$ cat config.mk
export PLATFORM = sky130hd
export DESIGN_NAME = single_three_phase_trip_logic
export DESIGN_NICKNAME = d
export VERILOG_FILES = /design/src/verilog/trip_logic_pkg.sv /design/src/verilog/pole_trip_logic.sv /design/src/verilog/breaker_trip_logic.sv /design/src/verilog/single_three_phase_trip_logic.sv
export SDC_FILE = /design/constraint.sdc
export NUM_CORES = 1
export LEC_CHECK = 0
export BUFFER_PORTS_ARGS = -buffer_cell sky130_fd_sc_hd__buf_2
export CAP_MARGIN = 10
export CORE_ASPECT_RATIO = 1.1
export CORE_MARGIN = 4
export CORE_UTILIZATION = 40
export DETAILED_ROUTE_END_ITERATION = 12
export GPL_TIMING_DRIVEN = 0
export HOLD_SLACK_MARGIN = 0.05
export MAX_ROUTING_LAYER = met4
export PLACE_DENSITY_LB_ADDON = 0.08
export SLEW_MARGIN = 20
export SYNTH_ARGS = -nofsm -noshare
export SYNTH_HDL_FRONTEND = slang
export SYNTH_SLANG_ARGS = --single-unit
$ cat constraint.sdc
create_clock -name clk -period 1.9 [get_ports clk]
set_clock_uncertainty 0.15 [all_clocks]
set_input_delay 0.19 -clock clk [delete_from_list [all_inputs] [get_ports clk]]
set_output_delay 0.19 -clock clk [all_outputs]
set_load 0.03 [all_outputs]
$ cat src/verilog/trip_logic_pkg.sv
package trip_logic_pkg;

  // auxiliary unit mask layout, one yes/no entry per unit
  localparam int AUX_EXT_W = 43;          // units fed from aux_trip_in
  localparam int AUX_W     = 44;          // plus the combined discordance entry
  localparam int AUX_THERMAL_BIT  = 0;
  localparam int AUX_OVEX_LSB     = 1;    // four overexcitation stages
  localparam int AUX_OPEN_PH_BIT  = 5;
  localparam int AUX_TOC_PH_LSB   = 6;
  localparam int AUX_IOC_PH_LSB   = 9;
  localparam int AUX_TOC_GND_LSB  = 12;
  localparam int AUX_IOC_GND_LSB  = 15;
  localparam int AUX_TOC_NEG_LSB  = 18;
  localparam int AUX_IOC_NEG_LSB  = 21;
  localparam int AUX_STUB_BIT     = 24;
  localparam int AUX_UNDERV_LSB   = 25;
  localparam int AUX_OVERV_LSB    = 28;
  localparam int AUX_GND_OV_LSB   = 31;
  localparam int AUX_UNDERF_LSB   = 33;
  localparam int AUX_OVERF_LSB    = 36;
  localparam int AUX_ROC_LSB      = 39;
  localparam int AUX_EXT_BIT      = 42;
  localparam int AUX_DISC_BIT     = 43;

  // units that trip without the fault detector: thermal, overexcitation,
  // voltage, frequency and pole discordance
  localparam logic [AUX_W-1:0] DET_EXEMPT  = 44'hBFFFE00001F;
  localparam logic [AUX_W-1:0] MASK_RESET  = 44'h00000000000;

  // bit positions inside the synchroniser vector
  localparam int SYNC_W      = 64;
  localparam int SB_DISC1    = 43;
  localparam int SB_DISC2    = 44;
  localparam int SB_REC1     = 45;
  localparam int SB_REC2     = 46;
  localparam int SB_EXT_LSB  = 47;        // poles a, b, c
  localparam int SB_EXT_3PH  = 50;
  localparam int SB_PROG     = 51;
  localparam int SB_GBLK     = 52;
  localparam int SB_BLK_LSB  = 53;        // poles a, b, c
  localparam int SB_DET      = 56;
  localparam int SB_READY    = 57;
  localparam int SB_FPH_LSB  = 58;        // faulted phase a, b, c
  localparam int SB_CZ_LSB   = 61;        // current zero a, b, c

endpackage : trip_logic_pkg

$ cat src/verilog/pole_trip_logic.sv
`timescale 1ns/10ps
module pole_trip_logic (
  input  wire logic clk,
  input  wire logic reset,
  input  wire logic trip_cmd,
  input  wire logic three_phase,
  input  wire logic phase_sel,
  input  wire logic pole_block,
  input  wire logic ext_pole,
  input  wire logic src_live,
  input  wire logic det_clear,
  input  wire logic current_zero,
  output logic      latch_q,
  output logic      pole_trip_q
);

  logic single_q;
  logic single_d;
  logic latch_d;
  wire  set_w;
  wire  release_w;

  //////////////////////////////////////////////////////////////////////////
  // latch set and release terms
  assign set_w     = trip_cmd & ~pole_block & (three_phase | phase_sel);
  // current zero only matters for single-phase trips
  assign release_w = ~src_live & (current_zero | ~single_q) & det_clear
                     & pole_block;
  assign latch_d   = set_w | (latch_q & ~release_w);
  assign single_d  = set_w ? ~three_phase : single_q;

  // external pole trip bypasses latch and block, drops with its input
  always_ff @(posedge clk) begin
    if (reset) begin
      latch_q     <= 1'b0;
      single_q    <= 1'b0;
      pole_trip_q <= 1'b0;
    end else begin
      latch_q     <= latch_d;
      single_q    <= single_d;
      pole_trip_q <= latch_d | ext_pole;
    end
  end
endmodule : pole_trip_logic

$ cat src/verilog/breaker_trip_logic.sv
`timescale 1ns/10ps
module breaker_trip_logic (
  input  wire logic clk,
  input  wire logic reset,
  input  wire logic [2:0] pole_trip,
  input  wire logic three_phase,
  input  wire logic disc_brk1,
  input  wire logic disc_brk2,
  input  wire logic rec_brk1,
  input  wire logic rec_brk2,
  output logic      trip_q,
  output logic      three_phase_trip_q,
  output logic      disc_combined_q,
  output logic      rec_combined_q
);

  wire any_pole_w;
  wire disc_w;
  wire rec_w;

  //////////////////////////////////////////////////////////////////////////
  // breaker level combination
  assign any_pole_w = |pole_trip;
  assign disc_w     = disc_brk1 | disc_brk2;
  assign rec_w      = rec_brk1 | rec_brk2;

  always_ff @(posedge clk) begin
    if (reset) begin
      trip_q             <= 1'b0;
      three_phase_trip_q <= 1'b0;
      disc_combined_q    <= 1'b0;
      rec_combined_q     <= 1'b0;
    end else begin
      trip_q             <= any_pole_w;
      three_phase_trip_q <= any_pole_w & three_phase;
      disc_combined_q    <= disc_w;
      rec_combined_q     <= rec_w;
    end
  end
endmodule : breaker_trip_logic

$ cat src/verilog/single_three_phase_trip_logic.sv
`timescale 1ns/10ps
module single_three_phase_trip_logic
  import trip_logic_pkg::*;
(
  input  wire logic                 clk,
  input  wire logic                 reset,
  input  wire logic [AUX_EXT_W-1:0] aux_trip_in,
  input  wire logic [AUX_W-1:0]     aux_mask_in,
  input  wire logic                 aux_mask_load,
  input  wire logic                 discordance_trip_brk1,
  input  wire logic                 discordance_trip_brk2,
  input  wire logic                 reclose_active_brk1,
  input  wire logic                 reclose_active_brk2,
  input  wire logic                 ext_pole_a_trip_in,
  input  wire logic                 ext_pole_b_trip_in,
  input  wire logic                 ext_pole_c_trip_in,
  input  wire logic                 ext_three_phase_trip_in,
  input  wire logic                 programmable_trip_in,
  input  wire logic                 global_trip_block_in,
  input  wire logic                 pole_a_block_in,
  input  wire logic                 pole_b_block_in,
  input  wire logic                 pole_c_block_in,
  input  wire logic                 fault_detector_active,
  input  wire logic                 three_phase_ready,
  input  wire logic                 fault_phase_a_in,
  input  wire logic                 fault_phase_b_in,
  input  wire logic                 fault_phase_c_in,
  input  wire logic                 pole_a_current_zero,
  input  wire logic                 pole_b_current_zero,
  input  wire logic                 pole_c_current_zero,
  output logic                      trip_command_out,
  output logic                      pole_a_trip_out,
  output logic                      pole_b_trip_out,
  output logic                      pole_c_trip_out,
  output logic                      trip_out,
  output logic                      three_phase_trip_out,
  output logic                      discordance_trip_combined,
  output logic                      reclose_active_combined,
  output logic [AUX_W-1:0]          aux_mask_out
);

  logic [SYNC_W-1:0] sync1_q;
  logic [SYNC_W-1:0] sync2_q;
  logic [AUX_W-1:0]  mask_q;
  logic [AUX_W-1:0]  mask_d;
  logic              trip_cmd_q;
  logic              trip_cmd_d;
  logic              three_phase_q;
  logic              three_phase_d;
  logic [2:0]        latch_w;
  logic [2:0]        pole_trip_w;

  wire [SYNC_W-1:0]    raw_w;
  wire [AUX_EXT_W-1:0] aux_s;
  wire                 disc_comb_s;
  wire [AUX_W-1:0]     aux_all_w;
  wire [AUX_W-1:0]     masked_w;
  wire [2:0]           ext_pole_s;
  wire [2:0]           pole_blk_s;
  wire [2:0]           fault_ph_s;
  wire [2:0]           cur_zero_s;
  wire                 ext3_s;
  wire                 prog_s;
  wire                 gblk_s;
  wire                 det_s;
  wire                 ready_s;
  wire                 det_src_w;
  wire                 ex_src_w;
  wire                 new_src_w;
  wire                 src_live_w;
  wire                 prior_w;
  wire                 det_clear_w;

  //////////////////////////////////////////////////////////////////////////
  // input synchroniser
  // every trip input comes from outside this clock, so all of them pass
  // two flops; the cost is two cycles of added trip latency
  assign raw_w = {pole_c_current_zero, pole_b_current_zero, pole_a_current_zero,
                  fault_phase_c_in, fault_phase_b_in, fault_phase_a_in,
                  three_phase_ready, fault_detector_active,
                  pole_c_block_in, pole_b_block_in, pole_a_block_in,
                  global_trip_block_in, programmable_trip_in,
                  ext_three_phase_trip_in,
                  ext_pole_c_trip_in, ext_pole_b_trip_in, ext_pole_a_trip_in,
                  reclose_active_brk2, reclose_active_brk1,
                  discordance_trip_brk2, discordance_trip_brk1,
                  aux_trip_in};

  always_ff @(posedge clk) begin
    if (reset) begin
      sync1_q <= '0;
      sync2_q <= '0;
    end else begin
      sync1_q <= raw_w;
      sync2_q <= sync1_q;
    end
  end

  // named views of the second synchroniser stage
  assign aux_s      = sync2_q[AUX_EXT_W-1:0];
  assign ext_pole_s = sync2_q[SB_EXT_LSB+2:SB_EXT_LSB];
  assign pole_blk_s = sync2_q[SB_BLK_LSB+2:SB_BLK_LSB];
  assign fault_ph_s = sync2_q[SB_FPH_LSB+2:SB_FPH_LSB];
  assign cur_zero_s = sync2_q[SB_CZ_LSB+2:SB_CZ_LSB];
  assign ext3_s     = sync2_q[SB_EXT_3PH];
  assign prog_s     = sync2_q[SB_PROG];
  assign gblk_s     = sync2_q[SB_GBLK];
  assign det_s      = sync2_q[SB_DET];
  assign ready_s    = sync2_q[SB_READY];

  //////////////////////////////////////////////////////////////////////////
  // auxiliary unit mask
  // entries reset to no; a load pulse takes the whole setting at once so
  // a half-written mask never steers the trip logic
  assign mask_d = aux_mask_load ? aux_mask_in : mask_q;

  always_ff @(posedge clk) begin
    if (reset) begin
      mask_q <= MASK_RESET;
    end else begin
      mask_q <= mask_d;
    end
  end

  //////////////////////////////////////////////////////////////////////////
  // trip command generation
  // two breaker discordance trips feed the single discordance entry
  assign disc_comb_s = sync2_q[SB_DISC1] | sync2_q[SB_DISC2];
  assign aux_all_w   = {disc_comb_s, aux_s};
  assign masked_w    = aux_all_w & mask_q;
  // sources that need the fault detector
  assign det_src_w   = (|(masked_w & ~DET_EXEMPT)) | (|ext_pole_s);
  // sources exempt from the fault detector
  assign ex_src_w    = (|(masked_w & DET_EXEMPT)) | ext3_s | prog_s;
  assign new_src_w   = (det_src_w & det_s) | ex_src_w;
  assign src_live_w  = det_src_w | ex_src_w;
  assign prior_w     = |latch_w;
  assign trip_cmd_d  = ~gblk_s & (new_src_w | prior_w);
  // programmable and external three-phase trips never go single-pole
  assign three_phase_d = ready_s | ext3_s | prog_s;
  assign det_clear_w   = ~det_s | gblk_s;

  always_ff @(posedge clk) begin
    if (reset) begin
      trip_cmd_q    <= 1'b0;
      three_phase_q <= 1'b0;
    end else begin
      trip_cmd_q    <= trip_cmd_d;
      three_phase_q <= three_phase_d;
    end
  end

  //////////////////////////////////////////////////////////////////////////
  // per-pole sub-logics, all driven by the one shared command
  pole_trip_logic u_pole_a (
    .clk          (clk),
    .reset        (reset),
    .trip_cmd     (trip_cmd_q),
    .three_phase  (three_phase_q),
    .phase_sel    (fault_ph_s[0]),
    .pole_block   (pole_blk_s[0]),
    .ext_pole     (ext_pole_s[0]),
    .src_live     (src_live_w),
    .det_clear    (det_clear_w),
    .current_zero (cur_zero_s[0]),
    .latch_q      (latch_w[0]),
    .pole_trip_q  (pole_trip_w[0])
  );

  pole_trip_logic u_pole_b (
    .clk          (clk),
    .reset        (reset),
    .trip_cmd     (trip_cmd_q),
    .three_phase  (three_phase_q),
    .phase_sel    (fault_ph_s[1]),
    .pole_block   (pole_blk_s[1]),
    .ext_pole     (ext_pole_s[1]),
    .src_live     (src_live_w),
    .det_clear    (det_clear_w),
    .current_zero (cur_zero_s[1]),
    .latch_q      (latch_w[1]),
    .pole_trip_q  (pole_trip_w[1])
  );

  pole_trip_logic u_pole_c (
    .clk          (clk),
    .reset        (reset),
    .trip_cmd     (trip_cmd_q),
    .three_phase  (three_phase_q),
    .phase_sel    (fault_ph_s[2]),
    .pole_block   (pole_blk_s[2]),
    .ext_pole     (ext_pole_s[2]),
    .src_live     (src_live_w),
    .det_clear    (det_clear_w),
    .current_zero (cur_zero_s[2]),
    .latch_q      (latch_w[2]),
    .pole_trip_q  (pole_trip_w[2])
  );

  //////////////////////////////////////////////////////////////////////////
  // breaker level outputs
  breaker_trip_logic u_breaker (
    .clk                (clk),
    .reset              (reset),
    .pole_trip          (pole_trip_w),
    .three_phase        (three_phase_q),
    .disc_brk1          (sync2_q[SB_DISC1]),
    .disc_brk2          (sync2_q[SB_DISC2]),
    .rec_brk1           (sync2_q[SB_REC1]),
    .rec_brk2           (sync2_q[SB_REC2]),
    .trip_q             (trip_out),
    .three_phase_trip_q (three_phase_trip_out),
    .disc_combined_q    (discordance_trip_combined),
    .rec_combined_q     (reclose_active_combined)
  );

  // pole flops drive the pole outputs directly
  assign pole_a_trip_out  = pole_trip_w[0];
  assign pole_b_trip_out  = pole_trip_w[1];
  assign pole_c_trip_out  = pole_trip_w[2];
  assign trip_command_out = trip_cmd_q;
  assign aux_mask_out     = mask_q;
endmodule : single_three_phase_trip_logic

# Yosys cells after proc, flatten, opt, wreduce, memory -nomap -nowiden
# Cells that the tools add are included.
[word_totals]
output_inout_bits = 52
wordCells = 81
input_bits = 111
ff_bits = 187
[classes]
reduce_logical = 5
bitwise_logic = 58
[ops]
columns = ["operator", "count"]
rows = [
  ["bitwise AND 44 bit", 1],
  ["OR 1 bit", 23],
  ["OR reduction 23 bit", 1],
  ["bitwise AND 1 bit", 21],
  ["OR reduction 21 bit", 1],
  ["inverter 1 bit", 13],
  ["OR reduction 3 bit", 3],
]

# Depth between registers and ports, before layout
# Gate-level depths: netlist of the first run.
[logic_depth]
depth_word = 14
ltp_mapped = 6
depth_no_buf = 5

# Modules after synthesis
# A second synthesis of the first run with hierarchy kept.
[unflattened]
hier_cells = 507
area_unflattened_um2 = 5790.6
[by_module_without_submodules]
columns = ["module", "instances", "cells_per_inst", "seq_area_each_um2", "area_each_um2"]
rows = [
  ["single_three_phase_trip_logic", 1, 454, 3483.3, 5272.6],
  ["pole_trip_logic", 3, 14, 60.1, 133.9],
  ["breaker_trip_logic", 1, 11, 80.1, 116.4],
]

# Worst setup path after synthesis of the first run
# OpenSTA, ideal clock, no wires.
[synth_timing]
path_kind = "reg2reg"
startpoint = "register mask_q[40], in the netlist aux_mask_out[40]"
endpoint = "register u_pole_a.pole_trip_q"
stages_incl_launch_ff = 7
synth_period_minus_slack_ns = 1.964
path_slack_ns = -0.064
t_required_ns = 1.625
t_arrival_ns = 1.689
n_path_buf = 1
setup_time_ns = 0.125
path_cell_list = "dfxtp_1 > a211o_1 > a221oi_2 > nand3_1 > or2_1 > buf_6 > o41a_1"
[synth_between]
elab_chain_cells = 13
[synth_rtl]
columns = ["element", "line_no", "source"]
rows = [
  ["start, declared", "single_three_phase_trip_logic.sv:44", "logic [AUX_W-1:0] mask_q;"],
  ["start signal, assigned", "single_three_phase_trip_logic.sv:121", "mask_q <= mask_d;"],
  ["bitwise AND 44 bit", "single_three_phase_trip_logic.sv:130", "assign masked_w = aux_all_w & mask_q;"],
  ["OR reduction 23 bit", "single_three_phase_trip_logic.sv:134", "assign ex_src_w = (|(masked_w & DET_EXEMPT)) | ext3_s | prog_s;"],
  ["OR 1 bit (2 in a row)", "single_three_phase_trip_logic.sv:134", ""],
  ["OR 1 bit", "single_three_phase_trip_logic.sv:136", "assign src_live_w = det_src_w | ex_src_w;"],
  ["inverter 1 bit", "pole_trip_logic.sv:27", "assign release_w = ~src_live & (current_zero | ~single_q) & det_clear"],
  ["bitwise AND 1 bit (2 in a row)", "pole_trip_logic.sv:27", ""],
  ["bitwise AND 1 bit", "pole_trip_logic.sv:28", "& pole_block;"],
  ["inverter 1 bit", "pole_trip_logic.sv:29", "assign latch_d = set_w | (latch_q & ~release_w);"],
  ["bitwise AND 1 bit", "pole_trip_logic.sv:29", ""],
  ["OR 1 bit", "pole_trip_logic.sv:29", ""],
  ["OR 1 bit", "pole_trip_logic.sv:41", "pole_trip_q <= latch_d | ext_pole;"],
  ["end signal, assigned", "pole_trip_logic.sv:41", ""],
  ["end, declared", "pole_trip_logic.sv:14", "output logic pole_trip_q"],
]
# Every way passes these cells.
# A chain may end at the register's enable or synchronous reset.

# Worst setup path in the final report of the first run
[layout_timing]
startpoint = "register mask_q[24], in the netlist aux_mask_out[24]"
endpoint = "register u_pole_c.pole_trip_q"
[layout_between]
elab_chain_cells = 12
[layout_rtl]
columns = ["element", "line_no", "source"]
rows = [
  ["bitwise AND 44 bit", "single_three_phase_trip_logic.sv:130", ""],
  ["OR reduction 21 bit", "single_three_phase_trip_logic.sv:132", "assign det_src_w = (|(masked_w & ~DET_EXEMPT)) | (|ext_pole_s);"],
  ["OR 1 bit", "single_three_phase_trip_logic.sv:132", ""],
  ["OR 1 bit", "single_three_phase_trip_logic.sv:136", ""],
  ["inverter 1 bit", "pole_trip_logic.sv:27", ""],
  ["bitwise AND 1 bit (2 in a row)", "pole_trip_logic.sv:27", ""],
  ["bitwise AND 1 bit", "pole_trip_logic.sv:28", ""],
  ["inverter 1 bit", "pole_trip_logic.sv:29", ""],
  ["bitwise AND 1 bit", "pole_trip_logic.sv:29", ""],
  ["OR 1 bit", "pole_trip_logic.sv:29", ""],
  ["OR 1 bit", "pole_trip_logic.sv:41", ""],
  ["end signal, assigned", "pole_trip_logic.sv:41", ""],
  ["end, declared", "pole_trip_logic.sv:14", ""],
]
# Every way passes these cells.

==> results of run 1 <==
-- synth_stat cells --
cell type	n	area, µm²
nand4_1	2	12.51
o31a_2	3	30.03
nor2b_1	131	819.5
a222oi_1	2	20.02
buf_1	8	30.03
clkbuf_1	16	60.06
nand3_1	2	10.01
a22oi_1	2	15.01
o21ai_0	8	40.04
buf_2	1	5.000
o41a_1	3	33.78
nor4_1	1	6.260
dfxtp_1	187	3744
a211oi_1	3	22.52
nor3_1	3	15.01
nor2_1	54	202.7
a221oi_2	1	15.01
or2_1	1	6.260
mux2i_1	44	440.4
a311oi_1	1	8.760
buf_6	1	11.26
and2_1	1	6.260
inv_1	7	26.28
a211o_1	2	17.52
a22o_1	8	70.07
a21oi_1	9	45.04
a221oi_1	7	61.31
-- worst paths after layout --
kind / start / cells past startpoint / to / slack (ps)
setup / recovery: aux_mask_out[24]$_SDFFE_PP0P_ / 5 / u_pole_c.pole_trip_q$_SDFF_PP0_ / -110
hold / removal: reset / 2 / sync1_q[26]$_SDFF_PP0_ / 50
setup reg to reg: aux_mask_out[24]$_SDFFE_PP0P_ / 5 / u_pole_c.pole_trip_q$_SDFF_PP0_ / -110
hold reg to reg: sync2_q[52]$_SDFF_PP0_ / 1 / trip_command_out$_SDFF_PP0_ / 270
-- worst max-delay path: cells and delay by family, from the launching register on --
kind | cells | cell delay (ps)
and+or+nand+nor | 1 | 180
DFF | 1 | 360
AOI/OAI and AO/OA | 4 | 1190
-- through the flow --
stage	setup slack (ps)	power, mW
2_1_floorplan	3.000	4.733
3_3_place_gp	-295.2	5.016
3_5_place_dp	-316.1	5.033
4_1_cts	-143.9	9.136
5_1_grt	-174.0	9.405
6_report	-107.0	9.058
-- area by class of cell --
type	count	share of cell area [%]
Buffer	25	1.062
Clock buffer	21	5.271
Clock inverter	11	2.111
Tap cell	188	2.628
Inverter	7	0.2936
Timing Repair Buffer	302	24.63
Multi-Input combinational cell	288	21.89
Sequential cell	187	42.11
-- power breakdown --
group	total (mW)	switching [mW]	internal (mW)
clock	3.86	1.42	2.44
combinational	0.973	0.466	0.507
sequential	4.22	0.0986	4.13
-- routing by layer --
| metal | share of wire [%] | vias up | global-route usage (%) |
|---|---|---|---|
| li1 | - | 2314 | - |
| met1 | 42 | 2101 | 22.42 |
| met2 | 51 | 123 | 34.07 |
| met3 | 5.1 | 20 | 4.977 |
| met4 | 1.4 | 0 | 6.845 |
| met5 | 0 | - | - |
-- what timing repair did --
item,CTS,global route
resized for setup,13,5
pin swaps,9,7
endpoints found under the setup margin,6,7
endpoints found under the hold margin,108,0
hold buffers,135,0
buffers inserted,9,0
-- kinds of logic after synthesis --
group | count (synthesis)
flip-flops | 187
buffers and inverters | 33
AND/OR/NAND/NOR | 195
AO/OA/AOI/OAI | 49
multiplexers | 44
==> results.md, run 1 <==
- Status: complete, but fails checks
- Failing checks: negative setup slack
- Critical path fanouts, max: 6
- Fin cells: 1029
- Clock Latency Late Sink: 420 ps
- Cells after Synth: 508
- Vias: 4558
- Critical path startpoint category: register
- Pin count of the biggest net entering global routing: 17
- CTS tree: built
- Reg clk slew, reported paths: 60 ps
- Initial antenna violation count: 0
- Routed WL: 15060 µm
- CTS Buf Count: 17
- Drt wl/cell: 14.63 µm
- Reg area: 0.003769 mm²
- Syn_area_per_cell: 11.37 µm²
- Crit path time final: 2007 ps
- DIE HEIGHT: 134.0 µm
- Mapped cell area: 0.005774 mm²
- Initial drt markers: 209
- First-pass GRT wire length: 24050 µm
- Total GRT Usage: 19.85%
- CP Capture Type: register
- Share of cells above drive strength 1: 26.99%
- Register area share after synthesis: 64.83%
- Most common cell after layout, fill and taps aside: dfxtp_1
- Most frequent cells in the layout: dfxtp_1, buf_2, dlygate4sd3_1, nor2b_1, nor2_1
- Fmax: 498.3 MHz
- Worst path slowest cell: o41a_1
- CP max stage delay: 440 ps
- Final instance area: 0.008950 mm²
- Root Driver: clkbuf_16
- Fin. max-slew vios: 0
- Finish-stage setup viols: 6
- # IOs: 163
- CP required: 2040 ps
- CTS H-Tree Depth: 4
- Worst Path Class, Setup: register to register
- Hold Vio Cnt, Final: 0
- Warnings, synthesis: 0
- Final Cycle Share: 105.6%
- GPL Wtd Cong: 0.7752
- Final ANT Viol Nets: 0
- Detail Placement HPWL: 9894 µm
- #FFs+latches synth: 187
- Finished Core Util: 64.10%
- Total grt overflow: 0
- Fillers: 1117
- Max cap viols: 0
- Vias per cell: 4.430
- Port bufs: 160
- DIE WIDTH: 122.6 µm
- Synth Area in Simple Gates: 18.68%
- Slew Limit Headroom: 46.65%
- # rows: 45
- Yosys cell types: 27
- Fin nets: 939
- Synth Area in XOR/XNOR: 0%
- Bufs on Longest Clock Path: 2
- Vias in the first global route: 4892
- Setup TNS: -421.6 ps
- Multiplexer share of the synthesized area: 7.627%
- Post-Synth Adder-Cell Area: 0%
- Sinks on Clock Net: 187
- Drt drc: 0
- DP Cell Count: 856
- LEAKAGE: 4.016 nW
- Placed cell area: 0.006825 mm²
- Synth Area in Compound Gates: 6.566%
- Multi-input combinational cell area: 0.001959 mm²
- Initial Utilization: 41.35%
- Net Count, Synth: 619
- Hold crit path type: input port to register
- RSZ-0062 raised after global routing: yes
- P per Cell Area: 1012 mW/mm²
- Final critical-path setup slack: -107.0 ps
- Largest family of logic cells by synthesized area: simple AND/OR/NAND/NOR gates
- Max IR drop VDD: 0.5521 mV
- Crit path cell chain: a22o_1 > a221oi_2 > nand4_1 > a211o_1 > o41a_1
- Drt pass-1 iters: 4
- Slew @ Worst Pin: 800.3 ps
- Diodes inserted: 0
- Core area: 0.01396 mm²
- P&R area growth vs syn: 54.99%
- Hold Slack: 47.68 ps
- Worst EP arrival: 2150 ps
- Die area: 0.01642 mm²
(Power assumes the default switching activity.)
==> run 2: changes to the inputs <==
CORE_MARGIN = unset   (was 4)
CORE_UTILIZATION = 46   (was 40)
SETUP_SLACK_MARGIN = 0.4   (was unset)
==> results.md, run 2 (synthesis gave the netlist of run 1 again) <==
- Total internal power: 6.372 mW (-10%)
- Status: complete, but fails checks
- Sw frac: 24.28% (+2.4 points)
- Placed cell area: 0.006837 mm² (+0.16%)
- # rows: 42 (-6.7%)
- Initial antenna violation count: 0 (unchanged)
- Hold Vio Cnt, Final: 0 (unchanged)
- Drt wl/cell: 14.67 µm (+0.27%)
- Worst Path Class, Setup: register to register
- Failing checks: negative setup slack
- Slew Limit Headroom: 54.10% (+7.5 points)
- R2R depth: 6 (+1)
- Fin. max-slew vios: 0 (unchanged)
- Vias per cell: 4.662 (+5.3%)
- Total GRT Usage: 24.37% (+4.5 points)
- Crit path cell chain: a22o_1 > a221oi_2 > nand4_1 > or2_1 > buf_6 > o41a_1
- Pre-CTS setup slack: -215.3 ps (+100.7 ps)
- Worst EP arrival: 2210 ps (+60 ps)
- NetSw: 2.043 mW (+3.2%)
- Drt drc: 0 (unchanged)
- Pwr Total: 8.415 mW (-7.1%)
- CP required: 2050 ps (about the same)
- Sinks on Clock Net: 187 (unchanged)
- DIE HEIGHT: 119.5 µm (-11%)
- Final Cycle Share: 108.4% (+2.8 points)
- DP Cell Count: 822 (-4.0%)
- CTS H-Tree Depth: 4 (unchanged)
- Routed WL: 14470 µm (-3.9%)
- Bufs on Longest Clock Path: 2 (unchanged)
- Hold Path Depth: 2 (unchanged)
- CP max stage delay: 420 ps (-20 ps)
- Fin nets: 930 (-0.96%)
- FF-to-FF End: u_pole_c.pole_trip_q$_SDFF_PP0_
- Clock Latency Late Sink: 420 ps (about the same)
- CP Capture Type: register
- Diodes inserted: 0 (unchanged)
- Max cap viols: 0 (unchanged)
- Max IR drop VDD: 0.4921 mV (-11%)
- CTS tree: built
- P&R area growth vs syn: 51.03%
- Fmax: 485.4 MHz (-2.6%)
- DIE WIDTH: 108.8 µm (-11%)
- Die area: 0.01301 mm² (-21%)
- Reg2Reg Setup Slack: -160 ps (-50 ps)
- Fillers: 867 (-22%)
- Reg clk slew, reported paths: 70 ps (about the same)
- Fin cells: 986 (-4.2%)
- Finished Core Util: 71.84% (+7.7 points)
- Total grt overflow: 0 (unchanged)
- Port bufs: 160 (unchanged)
- Initial drt markers: 159 (-24%)
- WHS Endpoint: sync1_q[26]$_SDFF_PP0_
- FF-to-FF Start: aux_mask_out[26]$_SDFFE_PP0P_
- Core area: 0.01214 mm² (-13%)
- First-pass GRT wire length: 22840 µm (-5.0%)
- Vias in the first global route: 4748 (-2.9%)
- Final ANT Viol Nets: 0 (unchanged)
- Vias: 4597 (+0.86%)
- P per Cell Area: 964.9 mW/mm² (-4.7%)
- Hold crit path type: input port to register
- # IOs: 163 (unchanged)
- Drt pass-1 iters: 4 (unchanged)
- Most frequent cells in the layout: dfxtp_1, buf_2, nor2b_1, dlygate4sd3_1, nor2_1
- Critical path fanouts, max: 5 (-1)
- Crit path time final: 2060 ps (+53.17 ps)
- Detail Placement HPWL: 9279 µm (-6.2%)
- Hold Path Origin: reset
- Critical path startpoint category: register
- Final critical-path setup slack: -160.2 ps (-53.17 ps)
- Root Driver: clkbuf_16
- Finish-stage setup viols: 6 (unchanged)
- LEAKAGE: 3.930 nW (-2.1%)
- Sequential power share: 50.2% (+3.6 points)
- CTS Buf Count: 17 (unchanged)
- Comb power frac: 11.3% (+0.6 points)
- Slew @ Worst Pin: 688.5 ps (-111.8 ps)
- Final instance area: 0.008721 mm² (-2.6%)
- Share of cells above drive strength 1: 27.76% (+0.77 points)
- Pin count of the biggest net entering global routing: 17 (unchanged)
- Clk pwr share: 38.5% (-4.1 points)
- GPL Wtd Cong: 0.7702 (-0.64%)
- Most common cell after layout, fill and taps aside: dfxtp_1
- Worst path slowest cell: o41a_1
- Initial Utilization: 47.57% (+6.2 points)
- RSZ-0062 raised after global routing: yes
[run 2: worst max-delay path by stage]
stage	slack [ps]	depth (start not counted)	to	startpoint
after detailed placement	-220	6	u_pole_c.pole_trip_q$_SDFF_PP0_	aux_mask_out[26]$_SDFFE_PP0P_
after global routing	-220	6	u_pole_c.pole_trip_q$_SDFF_PP0_	aux_mask_out[26]$_SDFFE_PP0P_
final	-160	6	u_pole_c.pole_trip_q$_SDFF_PP0_	aux_mask_out[26]$_SDFFE_PP0P_
after CTS	-190	6	u_pole_c.pole_trip_q$_SDFF_PP0_	aux_mask_out[26]$_SDFFE_PP0P_
after floorplan	20	6	u_pole_a.pole_trip_q$_SDFF_PP0_	aux_mask_out[40]$_SDFFE_PP0P_
after global placement	-160	6	u_pole_c.pole_trip_q$_SDFF_PP0_	aux_mask_out[26]$_SDFFE_PP0P_
[run 2: cell type report]
| cell class | count | area [µm²] | share of cell area (%) |
|---|---|---|---|
| Buffer | 26 | 116.4 | 1.334 |
| Inverter | 7 | 26.28 | 0.3013 |
| Sequential cell | 187 | 3784 | 43.39 |
| Multi-Input combinational cell | 288 | 1948 | 22.34 |
| Timing Repair Buffer | 292 | 2110 | 24.19 |
| Clock inverter | 12 | 87.58 | 1.004 |
| Tap cell | 154 | 192.7 | 2.209 |
| Clock buffer | 20 | 456.7 | 5.237 |
[run 2: worst max-delay path: cells and delay by family, from the launching register on]
kind | cells | cell delay (ps)
simple gates | 2 | 410
compound gates | 3 | 900
buf+inv | 1 | 140
flops | 1 | 340
[run 2: metal layers]
metal	track usage (%)	vias to the layer above	share of wire [%]
li1	-	2298	-
met1	26.64	2152	42
met2	42.48	123	52
met3	5.812	24	3.6
met4	9.122	0	1.9
met5	-	-	0
[run 2: through the flow]
step,setup TNS (ps),hold slack [ps]
after CTS,-803.5,53.48
final,-756.1,59.43
after global placement,-1152,246.4
after global routing,-1185,69.47
after floorplan,0,168.2
after detailed placement,-1655,255.2
[run 2: what timing repair did]
item,4_1_cts,5_1_grt
hold buffers,127,0
buffers inserted,5,0
hold endpoints to repair,108,0
resized for setup,5,4
pin swaps,8,4
endpoints found under the setup margin,17,24
[run 2: power by group through the flow]
stage	Sequential (mW)	Combinational (mW)	Clock [mW]
after global placement	4.30	0.708	0
final	4.22	0.953	3.24
after detailed placement	4.31	0.725	0
after floorplan	4.42	0.321	0
after global routing	4.24	1.03	3.48
after CTS	4.22	0.945	3.28
==> run 3: changes to the inputs <==
CORE_ASPECT_RATIO = unset   (was 1.1)
SKIP_CTS_REPAIR_TIMING = 1   (was unset)
==> results.md, run 3 (synthesis gave the netlist of run 1 again) <==
- Routed WL: 14050 µm (-2.9%)
- Clock Latency Late Sink: 420 ps (about the same)
- CP top delay family: compound AO/OA/AOI/OAI gates
- Share of cells above drive strength 1: 28.75% (+0.98 points)
- Met1 global-route usage: 23.47% (-3.2 points)
- Most frequent cells in the layout: dfxtp_1, buf_2, nor2b_1, dlygate4sd3_1, nor2_1
- Worst Path Buf+Inv: 1 (unchanged)
- Die area: 0.01301 mm² (about the same)
- Worst path slowest cell: o41a_1
- # IOs: 163 (unchanged)
- P per Cell Area: 1026 mW/mm² (+6.4%)
- Crit path cell chain: a211o_1 > a221oi_2 > nand3_1 > or2_1 > buf_6 > o41a_1
- Failing checks: negative setup slack
- Fmax: 493.9 MHz (+1.8%)
- CTS Buf Count: 17 (unchanged)
- Most common cell after layout, fill and taps aside: dfxtp_1
- Final Cycle Share: 106.6% (-1.9 points)
- Hold Vio Cnt, Final: 0 (unchanged)
- Total GRT Usage: 20.24% (-4.1 points)
- P&R area growth vs syn: 49.69%
- First-pass GRT wire length: 18860 µm (-17%)
- Drt drc: 0 (unchanged)
- Max cap viols: 0 (unchanged)
- Worst EP arrival: 2170 ps (-40 ps)
- Initial Utilization: 47.68% (+0.11 points)
- Hold Slack: 32.25 ps (-27.17 ps)
- Grt met2 use: 33.86% (-8.6 points)
- Finish-stage setup viols: 6 (unchanged)
- Finished Core Util: 71.36% (-0.48 points)
- Final critical-path setup slack: -124.7 ps (+35.46 ps)
- CTS tree: built
- Sinks on Clock Net: 187 (unchanged)
- RSZ-0062 raised after global routing: yes
- Vias per cell: 4.598 (-1.4%)
- Initial drt markers: 234 (+47%)
- Reg clk slew, reported paths: 60 ps (about the same)
- Slew @ Worst Pin: 631.3 ps (-57.18 ps)
- Max IR drop VDD: 0.6029 mV (+23%)
- Root Driver: clkbuf_16
- CP required: 2050 ps (about the same)
- Bufs on Longest Clock Path: 2 (unchanged)
- Slew Limit Headroom: 57.91% (+3.8 points)
- Hold crit path type: input port to register
- Total grt overflow: 0 (unchanged)
- # rows: 40 (-4.8%)
- Detail Placement HPWL: 8958 µm (-3.5%)
- GPL Wtd Cong: 0.7587 (-1.5%)
- Port bufs: 160 (unchanged)
- DIE HEIGHT: 114.0 µm (-4.6%)
- Vias in the first global route: 3823 (-19%)
- Worst Path Class, Setup: register to register
- Fin nets: 912 (-1.9%)
- CTS H-Tree Depth: 4 (unchanged)
- LEAKAGE: 3.865 nW (-1.7%)
- Status: complete, but fails checks
- CP max stage delay: 410 ps (about the same)
- CP Capture Type: register
- Drt pass-1 iters: 6 (+2)
- Most Used Layer, Global Route: met2
- Final ANT Viol Nets: 0 (unchanged)
- Pin count of the biggest net entering global routing: 17 (unchanged)
- Critical path startpoint category: register
- Drt wl/cell: 14.31 µm (-2.5%)
- Core area: 0.01211 mm² (-0.23%)
- Critical path fanouts, max: 6 (+1)
- Crit path time final: 2025 ps (-35.46 ps)
- Diodes inserted: 0 (unchanged)
- Initial antenna violation count: 0 (unchanged)
- DIE WIDTH: 114.0 µm (+4.8%)
- Fin. max-slew vios: 0 (unchanged)
- GR Layer Usage met3: 6.217% (+0.40 points)
- Vias: 4515 (-1.8%)
[run 3: metrics by stage]
step	area [µm²]	power, mW	setup TNS [ps]	cells	setup WS (ps)
3_5_place_dp	6854	5.028	-1332	836	-138.6
6_report	8643	8.871	-399.4	982	-124.7
3_3_place_gp	6854	5.009	-1156	836	-149.0
5_1_grt	8643	9.200	-829.6	982	-193.3
4_1_cts	7485	8.720	-687.2	868	-152.9
2_1_floorplan	5843	4.738	0	508	21.94
[run 3: layout make-up]
cell class	count	area (µm²)
clock inverter	14	201.4
timing repair buffer	274	1927
tap	168	210.2
clock buffer	18	429.2
buffer	26	110.1
inverter	7	26.28
multi-input combinational	288	1954
sequential	187	3785
fill	925	3468
[run 3: final timing paths]
path                            slack, ps                               to                     startpoint  cells after the start
worst max-delay path                 -120  u_pole_c.pole_trip_q$_SDFF_PP0_  aux_mask_out[40]$_SDFFE_PP0P_                      6
worst min-delay path                   30           sync1_q[34]$_SDFF_PP0_                          reset                      2
worst max register to register       -120  u_pole_c.pole_trip_q$_SDFF_PP0_  aux_mask_out[40]$_SDFFE_PP0P_                      6
worst min register to register        260      trip_command_out$_SDFF_PP0_         sync2_q[52]$_SDFF_PP0_                      1
[run 3: worst register-to-register path: cells and delay by family (launching register included)]
family | cells | cell delay (ps)
simple gates | 2 | 400
buf+inv | 1 | 130
flops | 1 | 340
compound gates | 3 | 880
[run 3: routing by layer]
| layer | wire length (µm) | vias to the layer above | share of wire, % |
|---|---|---|---|
| met5 | 0 | - | 0 |
| met4 | 123 | 0 | 0.88 |
| met3 | 629 | 13 | 4.5 |
| met2 | 7350 | 123 | 52 |
| met1 | 5947 | 2125 | 42 |
| li1 | - | 2254 | - |
[run 3: report_power, final]
| part | leakage, nW | switching (mW) | internal [mW] |
|---|---|---|---|
| Sequential | 1.55 | 0.0985 | 4.12 |
| Clock | 0.313 | 1.41 | 2.32 |
| Combinational | 2.00 | 0.453 | 0.472 |
